==> src/pkg/lsc_defs.svh <==
// Constants of the load/store unit control block
// ----------------------------------------------------------------------
// Functional notes
// - Entry read is two steps: port read fills holding register, second read returns it.
// - Every read or write of the entry port advances the entry pointer.
// - Data fault or miss captures virtual address and fault details.
// - Capture locks address and status until address is read or unlock is written; reset unlocked.
// - Status bits change only on an error or a miss while unlocked or in the unlocking cycle.
// - Status shows opcode in 14:9, destination field in 8:4, zero above.
// - Status bit 3 store fault, 2 load fault, 1 violation, 0 write.
// - Invalidate-all write clears all 36 entries and resets the replacement pointer.
// - Non-global invalidate write clears entries whose address-space-match bit is zero.
// - Single invalidate clears the entry mapping the address in the write data.
// - Cache flush write flushes whole cache; non-global flush only unmatched blocks.
// - Control bits 15:12 exist only on the later variant.
// - Bit 15 makes external invalidates clear both blocks at index 12:5.
// - Bit 14 parity check off, 13 bad tag parity, 12 larger cache.
// - Bit 10 enables cache, clearing flushes it; bit 11 forces hits.
// - Bit 8 keeps uncached references from disturbing cache; bit 9 kept clear.
// - Bit 6 inverts physical address bit 2 on data references.
// - Bit 5 maps addresses with 42:41 equal 2 one-to-one, kernel only.
// - Bit 4 maps addresses with 42:30 equal 1ffe to low space, kernel only.
// - Bit 2 on earlier variant raises interrupt on soft-error acknowledge.
// - Bit 1 sends uncorrectable errors to machine check, else lock error status.
// - Bit 3 enables stream buffer; bit 0 stops write buffer unloading.
// ----------------------------------------------------------------------
`ifndef LSC_DEFS_SVH
`define LSC_DEFS_SVH

// Register selects on the move port
`define LSC_SEL_ENTRY_PORT   4'h0
`define LSC_SEL_READBACK     4'h1
`define LSC_SEL_FAULT_STATUS 4'h2
`define LSC_SEL_FAULT_ADDR   4'h3
`define LSC_SEL_INV_ALL      4'h4
`define LSC_SEL_INV_NONGLOB  4'h5
`define LSC_SEL_INV_SINGLE   4'h6
`define LSC_SEL_IC_FLUSH     4'h7
`define LSC_SEL_IC_FLUSH_NG  4'h8
`define LSC_SEL_CONTROL      4'h9
`define LSC_SEL_FAULT_UNLOCK 4'ha

// Fault status fields
`define LSC_FS_OPC_HI  14
`define LSC_FS_OPC_LO  9
`define LSC_FS_DST_HI  8
`define LSC_FS_DST_LO  4
`define LSC_FS_FOW     3
`define LSC_FS_FOR     2
`define LSC_FS_ACV     1
`define LSC_FS_WR      0

// Control bits
`define LSC_CB_DUAL_INV  15
`define LSC_CB_NOPAR     14
`define LSC_CB_BADTAG    13
`define LSC_CB_DC16K     12
`define LSC_CB_FHIT      11
`define LSC_CB_DATA_CACHE_ENABLE     10
`define LSC_CB_NODISTURB 8
`define LSC_CB_STC       7
`define LSC_CB_ENDIAN    6
`define LSC_CB_SPE2      5
`define LSC_CB_SPE1      4
`define LSC_CB_SBUF      3
`define LSC_CB_CRD       2
`define LSC_CB_MCHK      1
`define LSC_CB_WBDIS     0
`define LSC_CTL_RESET    16'h0000
`define LSC_CTL_LATE_MSK 16'hf000

// Entry layout and counts
`define LSC_PTE_ASM_BIT  34
`define LSC_SMALL_ENTRIES 32
`define LSC_LARGE_ENTRIES 4
`define LSC_SPE2_TAG     2'h2
`define LSC_SPE1_TAG     13'h1ffe
`define LSC_ACK_SOFT_ERR 3'h5

`endif

==> src/pkg/lsc_pkg.sv <==
// Types of the load/store unit control block
package lsc_pkg;
  typedef enum logic [1:0] {
    LSC_IDLE = 2'b01,
    LSC_RDWT = 2'b10
  } lsc_rd_state_t;
endpackage

==> src/pkg/lsc_ent_if.sv <==
// Carrier between control logic and translation entry store
`timescale 1ns/1ps
`default_nettype none
interface lsc_ent_if #(parameter int N = 36, parameter int IW = 6);
  logic          wr;
  logic          rd;
  logic [IW-1:0] idx;
  logic [63:0]   wdata;
  logic [29:0]   wtag;
  logic          inv_all;
  logic          inv_ng;
  logic          inv_one;
  logic [29:0]   inv_tag;
  logic [63:0]   rdata;
  modport ctl (output wr, rd, idx, wdata, wtag, inv_all, inv_ng, inv_one, inv_tag,
               input rdata);
  modport mem (input wr, rd, idx, wdata, wtag, inv_all, inv_ng, inv_one, inv_tag,
               output rdata);
endinterface
`default_nettype wire

==> src/design/lsc_entry_store.sv <==
// Translation entry store with valid, match bits and registered readback
`include "lsc_defs.svh"
`timescale 1ns/1ps
`default_nettype none
module lsc_entry_store #(
  parameter int N = 36
) (
  input wire logic clk_in,
  input wire logic resetn_in,
  lsc_ent_if.mem   ent
);
  logic [63:0] pte_r [N];
  logic [29:0] tag_r [N];
  logic [N-1:0] vld_r;
  logic [N-1:0] vld_nxt;
  logic [63:0] rdata_r;
  logic [63:0] rdata_nxt;

  // ----------------------------------------
  // Per-entry invalidation
  // ----------------------------------------
  genvar g;
  generate
    for (g = 0; g < N; g++) begin : g_ent
      always_comb begin
        vld_nxt[g] = vld_r[g];
        if (ent.wr && ent.idx == 6'(g)) begin
          vld_nxt[g] = 1'b1;
        end
        if (ent.inv_all) begin
          vld_nxt[g] = 1'b0;
        end else if (ent.inv_ng && !pte_r[g][`LSC_PTE_ASM_BIT]) begin
          vld_nxt[g] = 1'b0;
        end else if (ent.inv_one && tag_r[g] == ent.inv_tag) begin
          vld_nxt[g] = 1'b0;
        end
      end
      always_ff @(posedge clk_in) begin
        if (ent.wr && ent.idx == 6'(g)) begin
          pte_r[g] <= ent.wdata;
          tag_r[g] <= ent.wtag;
        end
      end
    end
  endgenerate

  always_comb begin
    rdata_nxt = rdata_r;
    if (ent.rd) begin
      rdata_nxt = pte_r[ent.idx];
    end
  end

  always_ff @(posedge clk_in or negedge resetn_in) begin
    if (!resetn_in) begin
      vld_r   <= '0;
      rdata_r <= 64'h0;
    end else begin
      vld_r   <= vld_nxt;
      rdata_r <= rdata_nxt;
    end
  end

  assign ent.rdata = rdata_r;
endmodule
`default_nettype wire

==> src/design/lsc_top.sv <==
// Load/store unit control: fault capture, entry access, invalidates, control
`include "lsc_defs.svh"
`timescale 1ns/1ps
`default_nettype none
module lsc_top #(
  parameter bit LATE_VARIANT = 1'b1,
  parameter int N_ENTRIES    = `LSC_SMALL_ENTRIES + `LSC_LARGE_ENTRIES
) (
  // Clock and reset
  input  wire logic        clk_in,
  input  wire logic        resetn_in,
  // Privileged register move port
  input  wire logic        mv_valid_in,
  input  wire logic        mv_write_in,
  input  wire logic [3:0]  mv_sel_in,
  input  wire logic [63:0] mv_wdata_in,
  input  wire logic [29:0] mv_tag_in,
  output logic             mv_rvalid_out,
  output logic [63:0]      mv_rdata_out,
  // Fault reports from the address path
  input  wire logic        fault_valid_in,
  input  wire logic [63:0] fault_va_in,
  input  wire logic [5:0]  fault_opcode_in,
  input  wire logic [4:0]  fault_dest_in,
  input  wire logic        fault_store_in,
  input  wire logic        fault_load_in,
  input  wire logic        fault_acv_in,
  input  wire logic        fault_write_in,
  output logic             fault_locked_out,
  // Data-stream address mapping
  input  wire logic        ds_valid_in,
  input  wire logic [42:0] ds_va_in,
  input  wire logic [33:0] ds_pa_in,
  input  wire logic        kernel_mode_in,
  output logic [33:0]      ds_pa_out,
  output logic             ds_superpage_out,
  // External invalidate and bus events
  input  wire logic        external_invalidate_request_in,
  input  wire logic [12:5] invalidate_address_bus_in,
  input  wire logic        cycle_ack_valid_in,
  input  wire logic [2:0]  cycle_acknowledge_code_in,
  input  wire logic        uncorrectable_error_in,
  output logic             dc_inval_valid_out,
  output logic [12:5]      dc_inval_index_out,
  output logic             dc_inval_both_out,
  output logic             corrected_read_irq_out,
  output logic             machine_check_out,
  output logic             error_status_lock_out,
  // Cache flush strobes
  output logic             dc_flush_out,
  output logic             ic_flush_out,
  output logic             ic_flush_nonglobal_out,
  // Control levels
  output logic [15:0]      control_out
);
  localparam int IW = 6;

  lsc_ent_if #(.N(N_ENTRIES), .IW(IW)) ent ();

  lsc_entry_store #(.N(N_ENTRIES)) u_store (
    .clk_in    (clk_in),
    .resetn_in (resetn_in),
    .ent       (ent)
  );

  // ----------------------------------------
  // Decode of the move port
  // ----------------------------------------
  logic wr_any;
  logic rd_any;
  logic wr_ent;
  logic rd_ent;
  logic wr_ctl;
  logic rd_va;
  logic wr_unlock;
  logic wr_inv_all;
  logic wr_inv_ng;
  logic wr_inv_one;
  logic wr_ic;
  logic wr_ic_ng;

  always_comb begin
    wr_any     = mv_valid_in && mv_write_in;
    rd_any     = mv_valid_in && !mv_write_in;
    wr_ent     = wr_any && mv_sel_in == `LSC_SEL_ENTRY_PORT;
    rd_ent     = rd_any && mv_sel_in == `LSC_SEL_ENTRY_PORT;
    wr_ctl     = wr_any && mv_sel_in == `LSC_SEL_CONTROL;
    rd_va      = rd_any && mv_sel_in == `LSC_SEL_FAULT_ADDR;
    wr_unlock  = wr_any && mv_sel_in == `LSC_SEL_FAULT_UNLOCK;
    wr_inv_all = wr_any && mv_sel_in == `LSC_SEL_INV_ALL;
    wr_inv_ng  = wr_any && mv_sel_in == `LSC_SEL_INV_NONGLOB;
    wr_inv_one = wr_any && mv_sel_in == `LSC_SEL_INV_SINGLE;
    wr_ic      = wr_any && mv_sel_in == `LSC_SEL_IC_FLUSH;
    wr_ic_ng   = wr_any && mv_sel_in == `LSC_SEL_IC_FLUSH_NG;
  end

  // ----------------------------------------
  // Entry pointer
  // ----------------------------------------
  logic [IW-1:0] ptr_r;
  logic [IW-1:0] ptr_nxt;
  localparam logic [IW-1:0] PTR_LAST = IW'(N_ENTRIES - 1);

  always_comb begin
    ptr_nxt = ptr_r;
    if (wr_ent || rd_ent) begin
      ptr_nxt = (ptr_r == PTR_LAST) ? '0 : ptr_r + 1'b1;
    end
    // A zap in the same cycle as an access still leaves the pointer at start
    if (wr_inv_all) begin
      ptr_nxt = '0;
    end
  end

  always_ff @(posedge clk_in or negedge resetn_in) begin
    if (!resetn_in) begin
      ptr_r <= '0;
    end else begin
      ptr_r <= ptr_nxt;
    end
  end

  // Invalidate writes store no data; single invalidate takes its tag from write data 42:13
  always_comb begin
    ent.wr      = wr_ent;
    ent.rd      = rd_ent;
    ent.idx     = ptr_r;
    ent.wdata   = mv_wdata_in;
    ent.wtag    = mv_tag_in;
    ent.inv_all = wr_inv_all;
    ent.inv_ng  = wr_inv_ng;
    ent.inv_one = wr_inv_one;
    ent.inv_tag = mv_wdata_in[42:13];
  end

  // ----------------------------------------
  // Fault address and status capture
  // ----------------------------------------
  logic [63:0] fva_r;
  logic [63:0] fva_nxt;
  logic [14:0] fst_r;
  logic [14:0] fst_nxt;
  logic        lock_r;
  logic        lock_nxt;
  logic        unlock_req;
  logic        take;

  always_comb begin
    fva_nxt    = fva_r;
    fst_nxt    = fst_r;
    lock_nxt   = lock_r;
    unlock_req = rd_va || wr_unlock;
    // A fault in the unlocking cycle is captured, so set wins over clear
    take       = fault_valid_in && (!lock_r || unlock_req);
    if (take) begin
      fva_nxt  = fault_va_in;
      fst_nxt[`LSC_FS_OPC_HI:`LSC_FS_OPC_LO] = fault_opcode_in;
      fst_nxt[`LSC_FS_DST_HI:`LSC_FS_DST_LO] = fault_dest_in;
      fst_nxt[`LSC_FS_FOW] = fault_store_in && fault_write_in;
      fst_nxt[`LSC_FS_FOR] = fault_load_in && !fault_write_in;
      fst_nxt[`LSC_FS_ACV] = fault_acv_in;
      fst_nxt[`LSC_FS_WR]  = fault_write_in;
      lock_nxt = 1'b1;
    end else if (unlock_req) begin
      lock_nxt = 1'b0;
    end
  end

  always_ff @(posedge clk_in or negedge resetn_in) begin
    if (!resetn_in) begin
      fva_r  <= 64'h0;
      fst_r  <= 15'h0;
      lock_r <= 1'b0;
    end else begin
      fva_r  <= fva_nxt;
      fst_r  <= fst_nxt;
      lock_r <= lock_nxt;
    end
  end

  // ----------------------------------------
  // Control register
  // ----------------------------------------
  logic [15:0] ctl_r;
  logic [15:0] ctl_nxt;
  localparam logic [15:0] CTL_MASK = LATE_VARIANT ? 16'hffff : ~`LSC_CTL_LATE_MSK;

  always_comb begin
    ctl_nxt = ctl_r;
    if (wr_ctl) begin
      // Earlier variant keeps the upper nibble at zero
      ctl_nxt = mv_wdata_in[15:0] & CTL_MASK;
      // Bit 9 is not defined and stays zero
      ctl_nxt[9] = 1'b0;
    end
  end

  always_ff @(posedge clk_in or negedge resetn_in) begin
    if (!resetn_in) begin
      ctl_r <= `LSC_CTL_RESET;
    end else begin
      ctl_r <= ctl_nxt;
    end
  end

  // ----------------------------------------
  // Read answers
  // ----------------------------------------
  logic          rv_r;
  logic          rv_nxt;
  logic [63:0]   rd_r;
  logic [63:0]   rd_nxt;
  lsc_pkg::lsc_rd_state_t rs_r;
  lsc_pkg::lsc_rd_state_t rs_nxt;

  // Readback of the holding register answers at once after a port read,
  // which loads it on its own edge, so back-to-back reads return fresh data.
  always_comb begin
    rs_nxt = rs_r;
    rv_nxt = 1'b0;
    rd_nxt = rd_r;
    unique case (rs_r)
      lsc_pkg::LSC_IDLE: begin
        if (rd_any) begin
          rv_nxt = 1'b1;
          unique case (mv_sel_in)
            `LSC_SEL_READBACK: begin
              rd_nxt = ent.rdata;
            end
            `LSC_SEL_FAULT_STATUS: begin
              rd_nxt = {49'h0, fst_r};
            end
            `LSC_SEL_FAULT_ADDR: begin
              rd_nxt = fva_r;
            end
            default: begin
              rd_nxt = 64'h0;
            end
          endcase
          if (rd_ent) begin
            rs_nxt = lsc_pkg::LSC_RDWT;
          end
        end
      end
      lsc_pkg::LSC_RDWT: begin
        rs_nxt = lsc_pkg::LSC_IDLE;
        if (rd_any && mv_sel_in == `LSC_SEL_READBACK) begin
          rv_nxt = 1'b1;
          rd_nxt = ent.rdata;
        end else if (rd_any) begin
          rv_nxt = 1'b1;
          rd_nxt = (mv_sel_in == `LSC_SEL_FAULT_STATUS) ? {49'h0, fst_r} :
                   (mv_sel_in == `LSC_SEL_FAULT_ADDR) ? fva_r : 64'h0;
          if (rd_ent) begin
            rs_nxt = lsc_pkg::LSC_RDWT;
          end
        end
      end
      default: begin
        rs_nxt = lsc_pkg::LSC_IDLE;
      end
    endcase
  end

  always_ff @(posedge clk_in or negedge resetn_in) begin
    if (!resetn_in) begin
      rs_r <= lsc_pkg::LSC_IDLE;
      rv_r <= 1'b0;
      rd_r <= 64'h0;
    end else begin
      rs_r <= rs_nxt;
      rv_r <= rv_nxt;
      rd_r <= rd_nxt;
    end
  end

  // ----------------------------------------
  // Data-stream mapping and events
  // ----------------------------------------
  logic [33:0] pa_r;
  logic [33:0] pa_nxt;
  logic        sp_r;
  logic        sp_nxt;
  logic        dv_r;
  logic        dv_nxt;
  logic [12:5] di_r;
  logic [12:5] di_nxt;
  logic        db_r;
  logic        db_nxt;
  logic        crd_r;
  logic        crd_nxt;
  logic        mc_r;
  logic        mc_nxt;
  logic        el_r;
  logic        el_nxt;
  logic        dcf_r;
  logic        dcf_nxt;
  logic        icf_r;
  logic        icf_nxt;
  logic        icn_r;
  logic        icn_nxt;

  always_comb begin
    pa_nxt = ds_pa_in;
    sp_nxt = 1'b0;
    if (ds_valid_in && kernel_mode_in) begin
      if (ctl_r[`LSC_CB_SPE2] && ds_va_in[42:41] == `LSC_SPE2_TAG) begin
        pa_nxt = {ds_va_in[33:13], ds_va_in[12:0]};
        sp_nxt = 1'b1;
      end else if (ctl_r[`LSC_CB_SPE1] && ds_va_in[42:30] == `LSC_SPE1_TAG) begin
        pa_nxt = {4'h0, ds_va_in[29:0]};
        sp_nxt = 1'b1;
      end
    end
    if (ctl_r[`LSC_CB_ENDIAN]) begin
      pa_nxt[2] = ~pa_nxt[2];
    end
    dv_nxt  = external_invalidate_request_in;
    di_nxt  = invalidate_address_bus_in;
    db_nxt  = external_invalidate_request_in && ctl_r[`LSC_CB_DUAL_INV];
    crd_nxt = !LATE_VARIANT && ctl_r[`LSC_CB_CRD] && cycle_ack_valid_in &&
              cycle_acknowledge_code_in == `LSC_ACK_SOFT_ERR;
    mc_nxt  = uncorrectable_error_in && ctl_r[`LSC_CB_MCHK];
    el_nxt  = uncorrectable_error_in && !ctl_r[`LSC_CB_MCHK];
    dcf_nxt = wr_ctl && !mv_wdata_in[`LSC_CB_DATA_CACHE_ENABLE];
    icf_nxt = wr_ic;
    icn_nxt = wr_ic_ng;
  end

  always_ff @(posedge clk_in or negedge resetn_in) begin
    if (!resetn_in) begin
      pa_r  <= 34'h0;
      sp_r  <= 1'b0;
      dv_r  <= 1'b0;
      di_r  <= 8'h0;
      db_r  <= 1'b0;
      crd_r <= 1'b0;
      mc_r  <= 1'b0;
      el_r  <= 1'b0;
      dcf_r <= 1'b0;
      icf_r <= 1'b0;
      icn_r <= 1'b0;
    end else begin
      pa_r  <= pa_nxt;
      sp_r  <= sp_nxt;
      dv_r  <= dv_nxt;
      di_r  <= di_nxt;
      db_r  <= db_nxt;
      crd_r <= crd_nxt;
      mc_r  <= mc_nxt;
      el_r  <= el_nxt;
      dcf_r <= dcf_nxt;
      icf_r <= icf_nxt;
      icn_r <= icn_nxt;
    end
  end

  // ----------------------------------------
  // Outputs
  // ----------------------------------------
  // Control levels go out as stored: 15..12 11/10 8/7
  // 3/0 the consumer units act on them.
  assign control_out            = ctl_r;
  assign mv_rvalid_out          = rv_r;
  assign mv_rdata_out           = rd_r;
  assign fault_locked_out       = lock_r;
  assign ds_pa_out              = pa_r;
  assign ds_superpage_out       = sp_r;
  assign dc_inval_valid_out     = dv_r;
  assign dc_inval_index_out     = di_r;
  assign dc_inval_both_out      = db_r;
  assign corrected_read_irq_out = crd_r;
  assign machine_check_out      = mc_r;
  assign error_status_lock_out  = el_r;
  assign dc_flush_out           = dcf_r;
  assign ic_flush_out           = icf_r;
  assign ic_flush_nonglobal_out = icn_r;
endmodule
`default_nettype wire

==> config.mk <==
export PLATFORM = sky130hd
export DESIGN_NAME = lsc_top
export DESIGN_NICKNAME = d
export VERILOG_FILES = /design/src/pkg/lsc_pkg.sv /design/src/pkg/lsc_ent_if.sv /design/src/design/lsc_entry_store.sv /design/src/design/lsc_top.sv
export VERILOG_INCLUDE_DIRS = /design/src /design/src/pkg
export SDC_FILE = /design/constraint.sdc
export NUM_CORES = 2
export LEC_CHECK = 0
export BUFFER_PORTS_ARGS = -buffer_cell sky130_fd_sc_hd__buf_2
export CAP_MARGIN = 40
export CORE_ASPECT_RATIO = 1.2
export CORE_MARGIN = 2
export CORE_UTILIZATION = 46
export DETAILED_ROUTE_END_ITERATION = 12
export HOLD_SLACK_MARGIN = 0.03
export PLACE_DENSITY_LB_ADDON = 0.15
export SLEW_MARGIN = 15
export SYNTH_ARGS = -nofsm -noshare
export SYNTH_HDL_FRONTEND = slang
export SYNTH_SLANG_ARGS = --single-unit
export TNS_END_PERCENT = 50
==> constraint.sdc <==
create_clock -name clk_in -period 7 [get_ports clk_in]
set_input_delay 0.35 -clock clk_in [delete_from_list [all_inputs] [get_ports clk_in]]
set_output_delay 0.35 -clock clk_in [all_outputs]
set_load 0.02 [all_outputs]
==> out/metrics.csv <==
stage,metric,value,unit
critical_path,CP Capture Type,flop,
die,num ports,408,
route,Vias per Instance,6.15,
clock_network,clock root cell,clkbuf_16,
grt,pin count of the biggest net entering global routing,140,
die,die width,425,um
outcome,status,"finished, final reports clean",
synthesis,ys flop type,edfxtp_1,
place,detailed placement HPWL,162000,um
critical_path,Startpoint Class,flop,
clock_network,post-CTS setup buffer count,0,
clock_network,CTS Buf Count,275,
synthesis,area share of xor/xnor cells in the synthesized design,0.0000894,
synthesis,largest family of logic cells by synthesized area,multiplexers,
power,Static Leak,37.9,nW
timing,Final Setup Violations,0,
die,Initial Util,0.463,
cells_and_area,"most common cell after layout, fill and taps aside",edfxtp_1,
grt,vias in the first global route,52800,
place,post-placement worst setup slack,2810,ps
cells_and_area,Layout Nets,5758,
hold_path,Hold Path Depth,2,
critical_path,reg2reg start,ent.idx[1],
synthesis,Post-Syn Area,0.0979,mm2
critical_path,"delay-heaviest family, CP",buffers and inverters,
timing,Final WS setup,2840,ps
die,Die H,509,um
timing,setup TNS,0,ps
clock_network,clock tree buffer depth,4,
cells_and_area,"Area growth, synth to finish",17.9,%
critical_path,CP cell instances,buf_4 > ha_1 > nand2_1 > nor3_2 > buf_4 > buf_4,
route,"antenna viol nets, final",0,
hold_path,HP Start,invalidate_address_bus_in[7],
power,PD cells,321,mW/mm2
critical_path,critical path depth,6,
synthesis,yosys warns,0,
route,total wire length,284000,um
hold_path,Worst Hold Class,in -> reg,
timing,RSZ-0062 raised after global routing,no,
critical_path,slowest CP cell,dfrtp_4,
synthesis,post-synthesis mux area share,0.145,
timing,Peak Freq,0.240,GHz
clock_network,TritonCTS clock tree,built,
die,core box area,0.212,mm2
cells_and_area,fraction of layout cells with a size suffix above 1,0.292,
synthesis,"Distinct cells, synth",49,
timing,Final Max Slew Viols,0,
grt,first-pass GRT wire length,396000,um
cells_and_area,"Core Util, Final",0.546,
grt,GR Util All Layers,0.261,
route,# DRC,0,
synthesis,Mapped Avg Cell Area,20.9,um2
critical_path,CP Data Required Time,7530,ps
run,number of max-cap violations,0,
critical_path,R2R Setup Slk,2840,ps
grt,GRT overflow,0,
power,Internal,0.0278,W
power,Peak VDD IR,0.227,mV
power,Reg power frac,0.476,
timing,Slew HR,0.263,
critical_path,FF-to-FF path depth,6,
critical_path,worst path bufs/invs,3,
critical_path,CP Max Fanout,47,
clock_network,clk sinks,2586,
synthesis,Post-synth ARST share,0.109,
power,total power,0.0370,W
critical_path,slowest cell delay on critical path,750,ps
hold_path,worst hold endpoint,dc_inval_index_out[7],
synthesis,"flops & latches, synth",2586,
critical_path,RR Endpoint,u_store.pte_r[2][0],
power,clock group share of total power,0.367,
synthesis,synthesized instance count,4688,
critical_path,cell repeated most along the worst path,buf_4,
die,row cnt,185,
clock_network,htree depth,5,
route,TritonRoute pass-1 iters,8,
timing,Slew @ Worst Pin,1110,ps
clock_network,Clock transition at path regs,60,ps
critical_path,critical setup path kind,reg -> reg,
cells_and_area,"commonest cells after routing, fill and taps aside","edfxtp_1 (2304), mux4_2 (448), buf_2 (369)",
place,port buffer count,371,
synthesis,Synth Area in Compound Gates,0.0482,
synthesis,Synth Area in Adders,0.000767,
timing,Tcrit/Tclk final,0.595,
power,switching share of power,0.250,
synthesis,Simple-Gate Fraction of Synth Area,0.0142,
synthesis,Post-synth EDFFs,2304,
route,vias,52100,
grt,initial antenna violation count,11,
route,WL per Instance,33.6,um
synthesis,"Seq/Total Area, Yosys",0.779,
route,Starting DRT DRC Count,5499,
place,Placer Congestion,0.762,
critical_path,Worst EP arrival,4700,ps
timing,crit path time final,4160,ps
power,Gate power share,0.156,
power,NetSw,0.00925,W
timing,Final Hold Viols,0,
die,area of the die,0.217,mm2
clock_network,Worst-Skew Late Latency,950,ps
timing,clk_skew,51.9,ps
[registers in the layout (all words and copies together), names as in the netlist, 2 cells and up]
name	count
u_store.ent.rdata	64
ds_pa_out	34
mv_rdata_out	64
rs_r	2
fst_r	15
u_store.pte_r	2304
dc_inval_index_out	8
fva_r	64
ent.idx	6
control_out	15
[cell usage after synthesis (10+ instances only)]
cell | count | area, um2
edfxtp_1 | 2304 | 69200
mux4_2 | 448 | 10100
dfrtp_1 | 281 | 7030
a22oi_1 | 242 | 1820
mux2_2 | 219 | 2470
clkbuf_1 | 161 | 604
nand2_1 | 143 | 537
a21oi_1 | 131 | 656
mux2i_1 | 129 | 1290
buf_2 | 85 | 425
nor3_1 | 85 | 425
o21ai_0 | 71 | 355
a22o_1 | 68 | 596
o22ai_1 | 64 | 400
o32a_1 | 64 | 641
buf_1 | 30 | 113
mux2_1 | 30 | 338
nor2_1 | 28 | 105
a222oi_1 | 15 | 150
buf_6 | 10 | 113
[how the worst max path moves through the flow]
stage               startpoint                    end  slack, ps
finish              ent.idx[1]    u_store.pte_r[2][0]       2840
CTS                 ent.idx[1]    u_store.pte_r[2][0]       2770
global route        ent.idx[1]   u_store.pte_r[2][59]       2730
global placement    ent.idx[1]  u_store.pte_r[26][41]       2610
floorplan           ent.idx[1]    u_store.pte_r[0][0]        640
detailed placement  ent.idx[1]   u_store.pte_r[2][61]       2810
[area by class of cell]
class / count / area, um2
clock inverter: 91 / 657
timing repair buffer: 799 / 6680
clock buffer: 370 / 7560
multi-input combinational: 1807 / 20800
antenna: 2 / 5.00
tap: 2805 / 3510
fill: 16200 / 96100
inverter: 8 / 30.0
sequential: 2586 / 76300
[cells by family (layout without fill, tap and decap cells)]
family                   count (synthesis)  in the layout
AO/OA/AOI/OAI                          669            669
XOR/XNOR                                 1              1
adder cells (fa/ha/maj)                  6              6
buffers and inverters                  296           1268
flip-flops                            2586           2586
multiplexers                           826            826
other                                    1              4
AND/OR/NAND/NOR                        303            303
[stage by stage]
step	instances	cell area, um2	hold slack (ps)
CTS	8463	115000	31.7
detailed placement	7765	105000	436
finish	8468	115000	72.0
floorplan	4689	97900	54.4
global placement	7714	104000	449
global route	8468	115000	45.0
[worst reg2reg max path: stages, from the launching register on]
cell and delay, ps:
dfrtp_4 750, buf_4 730, ha_1 290, nand2_1 430, nor3_2 370, buf_4 480, buf_4 670
[power by group through the flow]
stage / sequential (W) / clock, W / combinational [W]
6_report: 0.0176 / 0.0136 / 0.00579
5_1_grt: 0.0177 / 0.0144 / 0.00617
4_1_cts: 0.0176 / 0.0138 / 0.00584
3_5_place_dp: 0.0180 / 0 / 0.00572
3_3_place_gp: 0.0180 / 0 / 0.00554
2_1_floorplan: 0.0178 / 0 / 0.00393
[routing by layer]
metal | wire, um | vias up | GRT usage | share of wire
met3 | 19600 | 503 | 0.0384 | 0.069
met1 | 112000 | 28200 | 0.348 | 0.40
li1 | - | 21100 | - | -
met2 | 143000 | 2277 | 0.442 | 0.50
met5 | 40 | - | 0 | 0.00014
met4 | 9310 | 6 | 0.0857 | 0.033
[repair_timing]
item                                     CTS  global route
gates resized for setup                    0             0
hold endpoints to repair                2485             0
hold buffers                             237             0
endpoints found under the setup margin     0             0
(Power assumes the default switching activity.)
